[src/hcb_map.vh]
// Register offsets, field positions, reset values and timing counts of the hub config slice
`ifndef HCB_MAP_VH
`define HCB_MAP_VH

`define HCB_ADDR_CFG2 8'h07
`define HCB_ADDR_CFG3 8'h08
`define HCB_ADDR_MASK 8'h09

`define HCB_CFG2_DYNAMIC 7
`define HCB_CFG2_OC_HI 5
`define HCB_CFG2_OC_LO 4
`define HCB_CFG2_COMPOUND 3
`define HCB_CFG2_WMASK 8'hB8

`define HCB_CFG3_RENUM 3
`define HCB_CFG3_IND_HI 2
`define HCB_CFG3_IND_LO 1
`define HCB_CFG3_STRING 0
`define HCB_CFG3_WMASK 8'h0F

`define HCB_MASK_WMASK 8'hFE

`define HCB_CFG2_RESET 8'h00
`define HCB_CFG3_RESET 8'h00
`define HCB_MASK_RESET 8'h00

`define HCB_IND_SPEED 2'h1

`define HCB_CLK_KHZ 20000
`define HCB_OC_T0_US 100
`define HCB_OC_T1_US 4000
`define HCB_OC_T2_US 8000
`define HCB_OC_T3_US 16000
`define HCB_DETACH_US 100
`define HCB_US_TO_CYC(us) (((us) * `HCB_CLK_KHZ) / 1000)

`endif

[src/hcb_config_bytes.v]
// Hub configuration bytes 2, 3 and fixed-port mask with power switching and over-current filter
`timescale 1ns/1ps
`default_nettype none
`include "hcb_map.vh"

module hcb_config_bytes #(
  parameter [18:0] OC_CYC0 = `HCB_US_TO_CYC(`HCB_OC_T0_US),
  parameter [18:0] OC_CYC1 = `HCB_US_TO_CYC(`HCB_OC_T1_US),
  parameter [18:0] OC_CYC2 = `HCB_US_TO_CYC(`HCB_OC_T2_US),
  parameter [18:0] OC_CYC3 = `HCB_US_TO_CYC(`HCB_OC_T3_US),
  parameter [15:0] DETACH_CYC = `HCB_US_TO_CYC(`HCB_DETACH_US)
) (
  input wire i_clock,
  input wire i_rst_n,
  input wire i_cfg_wr,
  input wire i_cfg_rd,
  input wire [7:0] i_cfg_addr,
  input wire [7:0] i_cfg_wdata,
  output reg [7:0] o_cfg_rdata,
  input wire i_strap_config,
  input wire [1:0] i_fixed_port_straps,
  input wire i_local_supply_sense,
  input wire i_overcurrent_n,
  output wire o_self_powered,
  output wire o_upstream_attach,
  output wire o_port_power_en,
  output wire o_downstream_disconnect,
  output reg o_overcurrent,
  output wire o_compound,
  output wire [7:1] o_fixed_port_mask,
  output wire o_port_renumber_en,
  output wire o_indicator_speed_mode,
  output wire o_indicator_support,
  output wire o_string_en
);

  //--------------------------------------------------------------
  // Local state
  //--------------------------------------------------------------
  localparam [1:0] ST_INIT = 2'h0;
  localparam [1:0] ST_RUN = 2'h1;
  localparam [1:0] ST_DETACH = 2'h2;
  localparam [1:0] SETTLE_LAST = 2'h3;
  localparam [15:0] DETACH_ONE = 16'h0001;
  localparam [18:0] OC_ONE = 19'h00001;

  // Register bank
  reg [7:0] cfg2_q;
  reg [7:0] cfg2_d;
  reg [7:0] cfg3_q;
  reg [7:0] cfg3_d;
  reg [7:0] mask_q;
  reg [7:0] mask_d;
  reg [7:0] rdata_d;

  // Synchronised pins
  reg sense_m_q;
  reg sense_q;
  reg oc_m_q;
  reg oc_q;
  reg strap_cfg_m_q;
  reg strap_cfg_q;
  reg [1:0] straps_m_q;
  reg [1:0] straps_q;

  // Power source state
  reg [1:0] state_q;
  reg [1:0] state_d;
  reg [1:0] settle_q;
  reg [1:0] settle_d;
  reg self_q;
  reg self_d;
  reg [15:0] detach_cnt_q;
  reg [15:0] detach_cnt_d;

  // Over-current filter
  reg [18:0] oc_cnt_q;
  reg [18:0] oc_cnt_d;
  reg oc_flag_d;
  reg oc_expired;

  // Reported configuration
  reg [7:1] strap_mask;
  wire wr_cfg2;
  wire wr_cfg3;
  wire wr_mask;
  wire supply_changed;
  wire dynamic_en;
  wire [1:0] oc_code;
  wire [1:0] ind_code;

  //--------------------------------------------------------------
  // Helper functions
  //--------------------------------------------------------------
  // Address match for one strobe
  function addr_hit;
    input strobe;
    input [7:0] addr;
    input [7:0] target;
    begin
      addr_hit = strobe && (addr == target);
    end
  endfunction

  // Over-current delay in clock cycles per code
  function [18:0] oc_limit;
    input [1:0] code;
    begin
      case (code)
        2'h0: oc_limit = OC_CYC0;
        2'h1: oc_limit = OC_CYC1;
        2'h2: oc_limit = OC_CYC2;
        default: oc_limit = OC_CYC3;
      endcase
    end
  endfunction

  // Fixed ports named by the strap pair
  function [7:1] strap_decode;
    input [1:0] code;
    begin
      case (code)
        2'h0: strap_decode = 7'h00;
        2'h1: strap_decode = 7'h01;
        2'h2: strap_decode = 7'h03;
        default: strap_decode = 7'h07;
      endcase
    end
  endfunction

  //--------------------------------------------------------------
  // Register writes
  //--------------------------------------------------------------
  assign wr_cfg2 = addr_hit(i_cfg_wr, i_cfg_addr, `HCB_ADDR_CFG2);
  assign wr_cfg3 = addr_hit(i_cfg_wr, i_cfg_addr, `HCB_ADDR_CFG3);
  assign wr_mask = addr_hit(i_cfg_wr, i_cfg_addr, `HCB_ADDR_MASK);

  // Next register values, reserved bits forced low
  always @* begin
    cfg2_d = cfg2_q;
    cfg3_d = cfg3_q;
    mask_d = mask_q;
    if (wr_cfg2) begin
      cfg2_d = i_cfg_wdata & `HCB_CFG2_WMASK;
    end
    if (wr_cfg3) begin
      cfg3_d = i_cfg_wdata & `HCB_CFG3_WMASK;
    end
    if (wr_mask) begin
      mask_d = i_cfg_wdata & `HCB_MASK_WMASK;
    end
  end

  always @(posedge i_clock) begin
    if (!i_rst_n) begin
      cfg2_q <= `HCB_CFG2_RESET;
      cfg3_q <= `HCB_CFG3_RESET;
      mask_q <= `HCB_MASK_RESET;
    end else begin
      cfg2_q <= cfg2_d;
      cfg3_q <= cfg3_d;
      mask_q <= mask_d;
    end
  end

  //--------------------------------------------------------------
  // Register reads
  //--------------------------------------------------------------
  // Read data holds between reads; unmapped addresses return zero
  always @* begin
    rdata_d = o_cfg_rdata;
    if (i_cfg_rd) begin
      case (i_cfg_addr)
        `HCB_ADDR_CFG2: rdata_d = cfg2_q;
        `HCB_ADDR_CFG3: rdata_d = cfg3_q;
        `HCB_ADDR_MASK: rdata_d = mask_q;
        default: rdata_d = 8'h00;
      endcase
    end
  end

  always @(posedge i_clock) begin
    if (!i_rst_n) begin
      o_cfg_rdata <= 8'h00;
    end else begin
      o_cfg_rdata <= rdata_d;
    end
  end

  //--------------------------------------------------------------
  // Pin synchronisers
  //--------------------------------------------------------------
  // Power sense and over-current pins
  always @(posedge i_clock) begin
    if (!i_rst_n) begin
      sense_m_q <= 1'b0;
      sense_q <= 1'b0;
      oc_m_q <= 1'b0;
      oc_q <= 1'b0;
    end else begin
      sense_m_q <= i_local_supply_sense;
      sense_q <= sense_m_q;
      oc_m_q <= ~i_overcurrent_n;
      oc_q <= oc_m_q;
    end
  end

  // Strap pins, static in use but still crossing in from outside
  always @(posedge i_clock) begin
    if (!i_rst_n) begin
      strap_cfg_m_q <= 1'b0;
      strap_cfg_q <= 1'b0;
      straps_m_q <= 2'h0;
      straps_q <= 2'h0;
    end else begin
      strap_cfg_m_q <= i_strap_config;
      strap_cfg_q <= strap_cfg_m_q;
      straps_m_q <= i_fixed_port_straps;
      straps_q <= straps_m_q;
    end
  end

  //--------------------------------------------------------------
  // Power source state machine
  //--------------------------------------------------------------
  assign dynamic_en = cfg2_q[`HCB_CFG2_DYNAMIC];
  assign supply_changed = (sense_q != self_q);

  always @* begin
    state_d = state_q;
    settle_d = settle_q;
    self_d = self_q;
    detach_cnt_d = detach_cnt_q;
    case (state_q)
      ST_INIT: begin
        settle_d = settle_q + 2'h1;
        if (settle_q == SETTLE_LAST) begin
          self_d = sense_q;
          state_d = ST_RUN;
        end
      end
      ST_RUN: begin
        if (dynamic_en && supply_changed) begin
          self_d = sense_q;
          detach_cnt_d = DETACH_CYC;
          state_d = ST_DETACH;
        end
      end
      ST_DETACH: begin
        if (detach_cnt_q <= DETACH_ONE) begin
          state_d = ST_RUN;
        end else begin
          detach_cnt_d = detach_cnt_q - DETACH_ONE;
        end
      end
      default: begin
        state_d = ST_INIT;
      end
    endcase
  end

  always @(posedge i_clock) begin
    if (!i_rst_n) begin
      state_q <= ST_INIT;
      settle_q <= 2'h0;
      self_q <= 1'b0;
      detach_cnt_q <= 16'h0000;
    end else begin
      state_q <= state_d;
      settle_q <= settle_d;
      self_q <= self_d;
      detach_cnt_q <= detach_cnt_d;
    end
  end

  assign o_self_powered = self_q;
  assign o_upstream_attach = (state_q == ST_RUN);
  assign o_port_power_en = (state_q == ST_RUN);
  assign o_downstream_disconnect = (state_q != ST_RUN);

  //--------------------------------------------------------------
  // Over-current filter
  //--------------------------------------------------------------
  assign oc_code = cfg2_q[`HCB_CFG2_OC_HI:`HCB_CFG2_OC_LO];

  // Level must hold unbroken for the whole delay; any release restarts
  always @* begin
    oc_expired = (oc_cnt_q + OC_ONE >= oc_limit(oc_code));
    oc_cnt_d = oc_cnt_q;
    oc_flag_d = o_overcurrent;
    if (!oc_q) begin
      oc_cnt_d = 19'h00000;
      oc_flag_d = 1'b0;
    end else if (oc_expired) begin
      oc_flag_d = 1'b1;
    end else begin
      oc_cnt_d = oc_cnt_q + OC_ONE;
    end
  end

  always @(posedge i_clock) begin
    if (!i_rst_n) begin
      oc_cnt_q <= 19'h00000;
      o_overcurrent <= 1'b0;
    end else begin
      oc_cnt_q <= oc_cnt_d;
      o_overcurrent <= oc_flag_d;
    end
  end

  //--------------------------------------------------------------
  // Reported configuration
  //--------------------------------------------------------------
  always @* begin
    strap_mask = strap_decode(straps_q);
  end

  assign ind_code = cfg3_q[`HCB_CFG3_IND_HI:`HCB_CFG3_IND_LO];
  assign o_fixed_port_mask = strap_cfg_q ? strap_mask : mask_q[7:1];
  assign o_compound = strap_cfg_q ? (|strap_mask) : cfg2_q[`HCB_CFG2_COMPOUND];
  assign o_port_renumber_en = cfg3_q[`HCB_CFG3_RENUM];
  assign o_indicator_speed_mode = (ind_code == `HCB_IND_SPEED);
  assign o_indicator_support = ~o_indicator_speed_mode;
  assign o_string_en = cfg3_q[`HCB_CFG3_STRING];

endmodule
`default_nettype wire

[config.mk]
export PLATFORM = sky130hd
export DESIGN_NAME = hcb_config_bytes
export DESIGN_NICKNAME = d
export VERILOG_FILES = /design/src/hcb_config_bytes.v
export VERILOG_INCLUDE_DIRS = /design/src
export SDC_FILE = /design/constraint.sdc
export NUM_CORES = 1
export LEC_CHECK = 0
export ABC_AREA = 1
export BUFFER_PORTS_ARGS = -buffer_cell sky130_fd_sc_hd__buf_2
export CAP_MARGIN = 10
export CORE_UTILIZATION = 45
export CTS_CLUSTER_DIAMETER = 80
export CTS_CLUSTER_SIZE = 28
export DETAILED_ROUTE_END_ITERATION = 7
export GPL_TIMING_DRIVEN = 0
export PLACE_DENSITY_LB_ADDON = 0.15
export SLEW_MARGIN = 25
export SYNTH_ARGS = -nofsm -noshare
export SYNTH_HDL_FRONTEND = slang
export SYNTH_SLANG_ARGS = --single-unit
export TNS_END_PERCENT = 30
[constraint.sdc]
create_clock -name i_clock -period 5.4 [get_ports i_clock]
set_input_delay 1.08 -clock i_clock [delete_from_list [all_inputs] [get_ports i_clock]]
set_output_delay 1.08 -clock i_clock [all_outputs]
set_load 0.02 [all_outputs]
==> results of run 1 <==
## worst max path at each step
stage | end | slack [ps]
3_3_place_gp | oc_cnt_q[11]$_SDFFE_PN0N_ | 2300
6_report | oc_cnt_q[11]$_SDFFE_PN0N_ | 2260
3_5_place_dp | oc_cnt_q[11]$_SDFFE_PN0N_ | 2290
2_1_floorplan | oc_cnt_q[11]$_SDFFE_PN0N_ | 2740
4_1_cts | oc_cnt_q[11]$_SDFFE_PN0N_ | 2270
5_1_grt | oc_cnt_q[11]$_SDFFE_PN0N_ | 1950
## cell type report
cell class / instances / area share
buffer: 20 / 0.0238
sequential: 74 / 0.313
multi-input combinational: 435 / 0.480
tap: 108 / 0.0285
clock buffer: 9 / 0.0261
timing repair buffer: 48 / 0.0507
inverter: 82 / 0.0649
clock inverter: 7 / 0.0129
## state kept, by name, summed over array words and instances (netlist names), 2 cells and up
register,count
detach_cnt_q,16
settle_q,2
cfg3_q,4
o_cfg_rdata,8
straps_m_q,2
state_q,2
mask_q,7
oc_cnt_q,19
strap_decode.code,2
cfg2_q,4
## layer usage
| metal | up-vias | global-route usage | wire length [µm] |
|---|---|---|---|
| met5 | - | 0 | 0 |
| met4 | 0 | 0.0586 | 114 |
| met3 | 9 | 0.0515 | 588 |
| met2 | 83 | 0.365 | 4470 |
| met1 | 1791 | 0.290 | 4810 |
| li1 | 2059 | - | - |
## cell families (layout without fill, tap and decap cells)
logic type,count (synthesis),in the layout,synth area share
buffers and inverters,102,166,0.101
AOI/OAI and AO/OA,109,109,0.136
adders and majority gates,22,22,0.0659
xor gates and xnor gates,25,25,0.0542
and+or+nand+nor,279,279,0.289
DFF,74,74,0.354
## worst max-delay path: cells and delay by family, from the launching register on
family          cells  cell delay (ps)
xor+xnor            1              230
buf+inv             2              220
fa+ha+maj           2              540
flops               1              450
simple gates        8              800
compound gates      4              780
## layout by cell type (no fill, tap or decap), types with 3 or more instances in the layout
| cell | netlist | routed |
|---|---|---|
| nand4_1 | 4 | 4 |
| o22ai_1 | 5 | 5 |
| dfxtp_1 | 74 | 74 |
| inv_1 | 77 | 77 |
| inv_2 | 3 | 3 |
| nor3_1 | 8 | 8 |
| nor2_1 | 96 | 96 |
| nand3b_1 | 7 | 7 |
| clkbuf_8 | 0 | 9 |
| nand2_2 | 5 | 5 |
| ha_1 | 22 | 22 |
| o21ai_0 | 36 | 36 |
| buf_6 | 3 | 3 |
| nand3_2 | 4 | 4 |
| xnor2_1 | 5 | 5 |
| a21oi_1 | 61 | 61 |
| nand3_1 | 20 | 20 |
| xor2_1 | 19 | 19 |
| buf_2 | 6 | 54 |
| clkbuf_1 | 9 | 9 |
| nand2_1 | 126 | 126 |
## stage by stage
stage | cell area, µm² | hold slack (ps)
floorplan | 4180 | 390
global placement | 4550 | 394
detailed placement | 4550 | 409
CTS | 4740 | 421
global route | 4740 | 441
finish | 4740 | 416
## power breakdown
group	internal (mW)	leakage [nW]	total, mW	switching, mW
clock	0.175	0.0884	0.413	0.238
combinational	0.0207	1.61	0.0553	0.0346
sequential	0.554	0.599	0.559	0.00473
total	0.750	2.30	1.03	0.277
==> flow_summary.toml, run 1 <==
[outcome]
run_status = "finished clean"

[global_route]
vias_in_the_first_global_route = 3745
global_route_wire_length_before_repair_mm = 17.2
grt_antenna_before_repair = 0
grt_overflow = 0
grt_start_max_net_pins = 16
grt_overall_usage = 0.221

[critical_path]
r2r_setup_slack_ps = 2260
crit-reg2reg-launch = "oc_cnt_q[0]$_SDFFE_PN0N_"
crit_path_start_kind = "flip-flop"
setup.worst_path.class = "reg2reg"
critical_path.endpoint_type = "flip-flop"
cp_data_required_time_ps = 5640
r2r.worst_path.cells = 17
crit_path_start = "oc_cnt_q[0]$_SDFFE_PN0N_"
rr_endpoint = "oc_cnt_q[11]$_SDFFE_PN0N_"
timing.critical_path.mode_cell = "a21oi_1"
critPathMaxFanout = 10
path_cells = "ha_1 -> nand3_2 -> inv_2 -> nand2_1 -> nor2_1 -> nand2_1 -> nor2_1 -> xor2_1 -> ha_1 -> a21oi_1 -> o21ai_0 -> nand3_1 -> a21oi_1 -> nor2_8 -> buf_6 -> a21oi_1 -> nor2_2"
critPathArrivalTime_ps = 3390
slowest_delay_ps = 450
crit_slowest_cell = "dfxtp_1"

[clock_network]
numClockSinks = 74
cts_htree_levels = 3
clk-insertion-delay-late_ps = 350
hold_buffers = 0
ctsLongestPathBuffers = 2
cts.root.buffer_cell = "clkbuf_8"
tritoncts = "built"
cts_resized = 0
post_cts.repair.setup_buffers = 0
cts_buffers = 9
clk_pin_slew_ps = 90

[drt]
starting_drc_count_in_detailed_routing = 152
drc = 0
routedWlPerCell_um = 12.7
antenna_left = 0
drt_first_pass_iters = 4
via_per_inst = 5.03
count_of_vias_placed_by_the_detailed_router = 3942
total_wire_length_after_detailed_routing_mm = 9.98

[finish]
area_taken_by_multi_input_logic_gates_mm2 = 0.00228
area_delta_synth_final_pct = 13.4
nFillCells = 914
regArea_mm2 = 0.00148
finalNonFillerCells = 783
finalCoreUtilization = 0.536
ant_cells = 0
layout-drive-gt1-share = 0.139
num-nets-final = 717

[sta]
timing.max_slew.rel_slack = 0.626
final_max_slew_viol_count = 0
final_clock_period_utilization_by_the_worst_path = 0.582
clock.fmax_ghz = 0.318
worst_slack_ps = 2260
rsz_0062_raised_after_global_routing = "no"
finalSetupViolCount = 0
setup-tns-final_ps = 0
worst_pin_slew_ps = 561
finalHoldViolCount = 0
fin_crit_ps = 3140
clock_skews_ps = 10.2

[pwr]
cellPowerDensity_mw_per_mm2 = 217
leakage_nw = 2.30
max-vdd-ir-drop_v = 0.000146
power_consumption_mw = 1.03

[logic_synthesis]
post-synth-top-count-cell = "nand2_1"
ys_ff_latch = 74
synthesis.yosys.warnings = 0
syn_inst = 611
postSynth.topFlopCell = "dfxtp_1"
synth-edff-count = 0
async_reset_ff_frac = 0
synth_area_leaders = "dfxtp_1, nand2_1, nor2_1"
synth_cell_types = 38
synth_top_cells_by_count = "nand2_1, nor2_1, inv_1"
synth-seq-area-share = 0.354
synthesis.nets = 658
syn_area_mm2 = 0.00418
yosysTopAreaCellShare = 0.354
largest_area_contributor_in_the_synthesized_netlist = "dfxtp_1"
synthesis.area_per_instance_um2 = 6.84

[floorplan]
chipWidth_um = 98.4
core_area_mm2 = 0.00885
ioPinCount = 50
die_h_um = 98.4
num_rows = 34
die-area_mm2 = 0.00968
starting_utilization_of_the_core_area = 0.472

[place]
numPortBuffers = 48
dpl_worst_slack_ps = 2290
gpl.final_weighted_congestion = 0.925
placed_cells = 767
dpl.hpwl_mm = 7.60

[flow_run]
max_cap_violations = 0

[min_path]
hold_end = "oc_q$_SDFF_PN0_"
hold_path_class = "reg2reg"
hold_start = "oc_m_q$_SDFF_PN0_"
holdPathStages = 2
Power figures use the tool's default switching activity.
==> run 2: changes to the inputs <==
clock period = 2.7 ns   (was 5.4 ns; I/O delays follow)
==> run 2 against run 1 <==
The flow now finishes with violations (negative setup slack). First-iteration DRC count up 9.2%. Flip-flop and latch count unchanged. Via count is 5.6% higher. Core utilization up 7.0 points. Critical endpoint is now oc_cnt_q[14]$_SDFFE_PN0N_. Largest cell class unchanged.
==> flow_summary.toml, run 2 (same netlist as run 1, synthesis figures left out) <==
[outcome]
run_status = "finished, violations left"
failed_checks = "negative setup slack"

[place]
gpl.final_weighted_congestion = 0.925
dpl.hpwl_mm = 7.60
numPortBuffers = 48

[finish]
layout-drive-gt1-share = 0.262
regMostFlops = "oc_cnt_q"
layout_common_cells = "nand2_1, nor2_1, inv_1, dfxtp_1, buf_2"
layout.cells.most_common = "nand2_1"
num-nets-final = 747
ant_cells = 0
largest_register_ffs = 19
reg_top3 = "oc_cnt_q x19, detach_cnt_q x16, o_cfg_rdata x8"
area_delta_synth_final_pct = 28.1

[clock_network]
hold_buffers = 0
cts_buffers = 9
cts.root.buffer_cell = "clkbuf_8"
clk_pin_slew_ps = 100
tritoncts = "built"
numClockSinks = 74
ctsLongestPathBuffers = 2
cts_htree_levels = 3
clk-insertion-delay-late_ps = 350

[min_path]
hold_path_class = "in2reg"

[critical_path]
crit_path_start = "oc_cnt_q[1]$_SDFFE_PN0N_"
rr_endpoint = "oc_cnt_q[14]$_SDFFE_PN0N_"
r2r_setup_slack_ps = -8
r2r.worst_path.cells = 18
worst_setup_path_endpoint = "oc_cnt_q[14]$_SDFFE_PN0N_"
critPathArrivalTime_ps = 2960
setup.worst_path.class = "reg2reg"
crit-reg2reg-launch = "oc_cnt_q[1]$_SDFFE_PN0N_"
cp_data_required_time_ps = 2950
critical_path.endpoint_type = "flip-flop"
crit_path_start_kind = "flip-flop"
critPathMaxFanout = 10

[floorplan]
die-area_mm2 = 0.00968
num_rows = 34
chipWidth_um = 98.4
core_area_mm2 = 0.00885
ioPinCount = 50
starting_utilization_of_the_core_area = 0.472
die_h_um = 98.4

[drt]
starting_drc_count_in_detailed_routing = 166
drc = 0
routedWlPerCell_um = 13.8
via_per_inst = 5.12
drt_first_pass_iters = 4
count_of_vias_placed_by_the_detailed_router = 4161
total_wire_length_after_detailed_routing_mm = 11.2
antenna_left = 0

[sta]
clock.fmax_ghz = 0.369
clock_skews_ps = 15.2
final_max_slew_viol_count = 0
worst_slack_ps = -7.85
fin_crit_ps = 2710
finalSetupViolCount = 6
worst_pin_slew_ps = 580
rsz_0062_raised_after_global_routing = "yes"
whs_ps = 344
finalHoldViolCount = 0
final_clock_period_utilization_by_the_worst_path = 1.00
setup-tns-final_ps = -32.1
timing.max_slew.rel_slack = 0.614

[global_route]
grt_overall_usage = 0.234
global_route_wire_length_before_repair_mm = 18.2
vias_in_the_first_global_route = 3977
grt_overflow = 0
grt_start_max_net_pins = 16
grt_antenna_before_repair = 0

[pwr]
max-vdd-ir-drop_v = 0.000290
leakage_nw = 2.55
cellPowerDensity_mw_per_mm2 = 385
power_consumption_mw = 2.06

[flow_run]
max_cap_violations = 0
[run 2: cell types whose count changed in the layout (fill, tap and decap cells not counted), moves of 7 or more]
cell and delta:
buf_4 +25, a21oi_2 +10, nand2_1 -7, a21oi_1 -11, nor2_1 -7, nand3_1 -7
dfxtp_2 +9, dfxtp_1 -12
[run 2: area by class of cell]
class                   count  area [µm²]
plain buffers              20         135
clock inverters             7        61.3
fillers                   812        3490
well taps                 108         135
flip-flops and latches     74        1500
inverters                  82         308
multi-input cells         435        2590
clock buffers               9         124
repair buffers             78         493
[run 2: worst min path at each step]
| stage | from | end | slack (ps) | cells past startpoint |
|---|---|---|---|---|
| finish | i_overcurrent_n | oc_m_q$_SDFF_PN0_ | 340 | 2 |
| global route | i_overcurrent_n | oc_m_q$_SDFF_PN0_ | 340 | 2 |
| CTS | i_overcurrent_n | oc_m_q$_SDFF_PN0_ | 330 | 2 |
| detailed placement | strap_cfg_m_q$_SDFF_PN0_ | strap_cfg_q$_SDFF_PN0_ | 410 | 2 |
| global placement | sense_m_q$_SDFF_PN0_ | sense_q$_SDFF_PN0_ | 390 | 2 |
| floorplan | oc_m_q$_SDFF_PN0_ | oc_q$_SDFF_PN0_ | 390 | 2 |
[run 2: repair_timing]
action / CTS / global route
gates cloned: 2 / 0
pin swaps: 19 / 26
endpoints found under the setup margin: 20 / 20
buffers inserted: 24 / 4
resized for setup: 36 / 55
[run 2: worst max-delay path: stages (launching register included)]
cell and delay (ps):
dfxtp_4 400, buf_12 110, nand3_4 80, nor3_4 200
buf_4 160, and3_4 210, xor2_4 180, inv_2 70
ha_4 280, nand2_2 40, nor2_1 90, nand2_1 90
nor2_2 100, nand3_2 90, nand2_4 90, nor2_8 70
buf_8 150, a21oi_1 140, nor2_1 60
[run 2: per-stage QoR]
step / instances / util / worst slack (ps) / area, µm²
2_1_floorplan: 611 / - / 38.1 / 4180
3_3_place_gp: 767 / 0.515 / -395 / 4550
3_5_place_dp: 767 / 0.515 / -406 / 4550
4_1_cts: 809 / 0.575 / -61.9 / 5080
5_1_grt: 813 / 0.605 / -185 / 5360
6_report: 813 / 0.605 / -7.85 / 5360
[run 2: power by group]
group	switching, mW	internal [mW]
logic	0.0709	0.0439
registers	0.00969	1.11
clock network	0.484	0.350
[run 2: metal layers]
| metal | routed length (µm) | track usage |
|---|---|---|
| met1 | 5070 | 0.300 |
| met2 | 5330 | 0.394 |
| met3 | 603 | 0.0523 |
| met4 | 184 | 0.0689 |
| met5 | 0 | 0 |
==> run 3: changes to the inputs <==
SETUP_SLACK_MARGIN = 0.1   (was unset)
==> run 3 against run 2 <==
The run still ends with negative setup slack left. Via count shrank 1.1%. Sequential power about the same. Die area unchanged.
==> flow_summary.toml, run 3 (same netlist as run 1, synthesis figures left out) <==
[drt]
drt_first_pass_iters = 6
drc = 0
starting_drc_count_in_detailed_routing = 169
count_of_vias_placed_by_the_detailed_router = 4114
routedWlPerCell_um = 13.6
via_per_inst = 5.14
total_wire_length_after_detailed_routing_mm = 10.9
antenna_left = 0

[min_path]
hold_path_class = "in2reg"
hold_start = "i_overcurrent_n"
holdPathStages = 2
hold_end = "oc_m_q$_SDFF_PN0_"

[sta]
timing.max_slew.rel_slack = 0.635
final_clock_period_utilization_by_the_worst_path = 1.02
finalSetupViolCount = 20
final_max_slew_viol_count = 0
rsz_0062_raised_after_global_routing = "yes"
fin_crit_ps = 2760
clock.fmax_ghz = 0.362
setup-tns-final_ps = -659
worst_pin_slew_ps = 548
worst_slack_ps = -61.9
finalHoldViolCount = 0
clock_skews_ps = 12.8

[floorplan]
ioPinCount = 50
num_rows = 34
chipWidth_um = 98.4
core_area_mm2 = 0.00885
die-area_mm2 = 0.00968
die_h_um = 98.4
starting_utilization_of_the_core_area = 0.472

[global_route]
grt_start_max_net_pins = 16
grt_overall_usage = 0.237
grt_overflow = 0
global_route_wire_length_before_repair_mm = 18.6
vias_in_the_first_global_route = 4088
grt_antenna_before_repair = 0

[clock_network]
hold_buffers = 0
clk_pin_slew_ps = 90
tritoncts = "built"
cts_htree_levels = 3
ctsLongestPathBuffers = 2
cts_buffers = 9
numClockSinks = 74
cts.root.buffer_cell = "clkbuf_8"
clk-insertion-delay-late_ps = 350

[finish]
finalNonFillerCells = 801
layout_common_cells = "nand2_1, nor2_1, inv_1, dfxtp_1, buf_2"
regMostFlops = "oc_cnt_q"
ant_cells = 0
layout-drive-gt1-share = 0.228
finalCoreUtilization = 0.585
layout.cells.most_common = "nand2_1"
reg_top3 = "oc_cnt_q x19, detach_cnt_q x16, o_cfg_rdata x8"
largest_register_ffs = 19
area_delta_synth_final_pct = 23.9
num-nets-final = 735

[pwr]
leakage_nw = 2.48
cellPowerDensity_mw_per_mm2 = 395
max-vdd-ir-drop_v = 0.000297

[critical_path]
setup.worst_path.class = "reg2reg"
crit-reg2reg-launch = "oc_cnt_q[6]$_SDFFE_PN0N_"
critical_path.endpoint_type = "flip-flop"
crit_path_start_kind = "flip-flop"
rr_endpoint = "oc_cnt_q[1]$_SDFFE_PN0N_"
r2r_setup_slack_ps = -60
cp_data_required_time_ps = 2980
r2r.worst_path.cells = 16
critPathArrivalTime_ps = 3040
critPathMaxFanout = 4

[place]
dpl.hpwl_mm = 7.57
placed_cells = 767
numPortBuffers = 48
gpl.final_weighted_congestion = 0.920

[flow_run]
max_cap_violations = 0

[outcome]
failed_checks = "negative setup slack"
run_status = "finished, violations left"
## run 3: changes by cell type in the layout (fill, tap and decap cells not counted), moves of 3 or more
cell     previous run  this run
buf_4              27        16
dfxtp_1            62        65
dfxtp_2             9         6
ha_1               16        19
ha_4                6         3
inv_1              74        77
inv_2               6         3
nor2_1             89        92
nor2_2              7         3
## run 3: final cells by class
| class | count | area [µm²] |
|---|---|---|
| clock inverters | 7 | 60.1 |
| well taps | 108 | 135 |
| repair buffers | 65 | 379 |
| multi-input cells | 436 | 2540 |
| flip-flops and latches | 74 | 1500 |
| fillers | 865 | 3670 |
| plain buffers | 20 | 131 |
| clock buffers | 9 | 124 |
| inverters | 82 | 308 |
## run 3: worst max path at each step
stage,cells past startpoint,endpoint,slack [ps],start
after global placement,19,oc_cnt_q[11]$_SDFFE_PN0N_,-250,oc_cnt_q[1]$_SDFFE_PN0N_
after CTS,17,oc_cnt_q[10]$_SDFFE_PN0N_,-50,oc_cnt_q[2]$_SDFFE_PN0N_
after global routing,18,oc_cnt_q[12]$_SDFFE_PN0N_,-230,oc_cnt_q[8]$_SDFFE_PN0N_
after detailed placement,19,oc_cnt_q[11]$_SDFFE_PN0N_,-280,oc_cnt_q[1]$_SDFFE_PN0N_
after floorplan,19,oc_cnt_q[11]$_SDFFE_PN0N_,120,oc_cnt_q[1]$_SDFFE_PN0N_
final,16,oc_cnt_q[1]$_SDFFE_PN0N_,-60,oc_cnt_q[6]$_SDFFE_PN0N_
## run 3: what timing repair did
| item | CTS | global route |
|---|---|---|
| buffers inserted | 12 | 2 |
| pin swaps | 30 | 24 |
| setup endpoints to repair | 20 | 20 |
| cloned | 4 | 0 |
| resized for setup | 43 | 29 |
## run 3: layer usage
layer / track usage / routed length, µm
met5: 0 / 0
met4: 0.0861 / 260
met3: 0.0344 / 568
met2: 0.403 / 5070
met1: 0.306 / 4980
## run 3: where the power goes
part	switching, mW	internal (mW)	leakage [nW]
registers	0.0101	1.11	0.604
logic	0.0706	0.0421	1.80
clock network	0.470	0.350	0.0848
total	0.551	1.50	2.48
## run 3: worst max-delay path, stage by stage, from the launching register on
cell and delay [ps]:
dfxtp_4 380, nand2_1 110, nor3_4 320, nand3_4 150
nor3_4 150, xor2_1 170, inv_1 80, ha_1 290
nand2_2 60, o21ai_2 140, nand3_1 120, a21oi_4 260
nor2_4 100, buf_4 140, nand3b_1 80, nand2_1 50
nor2_1 90
## run 3: metrics by stage
stage | hold WS (ps) | power, mW | area (µm²) | worst slack, ps
floorplan | 390 | 1.21 | 4190 | 116
global placement | 397 | 1.25 | 4560 | -253
detailed placement | 397 | 1.26 | 4560 | -282
CTS | 333 | 2.07 | 5040 | -48.0
global route | 355 | 2.14 | 5180 | -230
finish | 344 | 2.05 | 5180 | -61.9
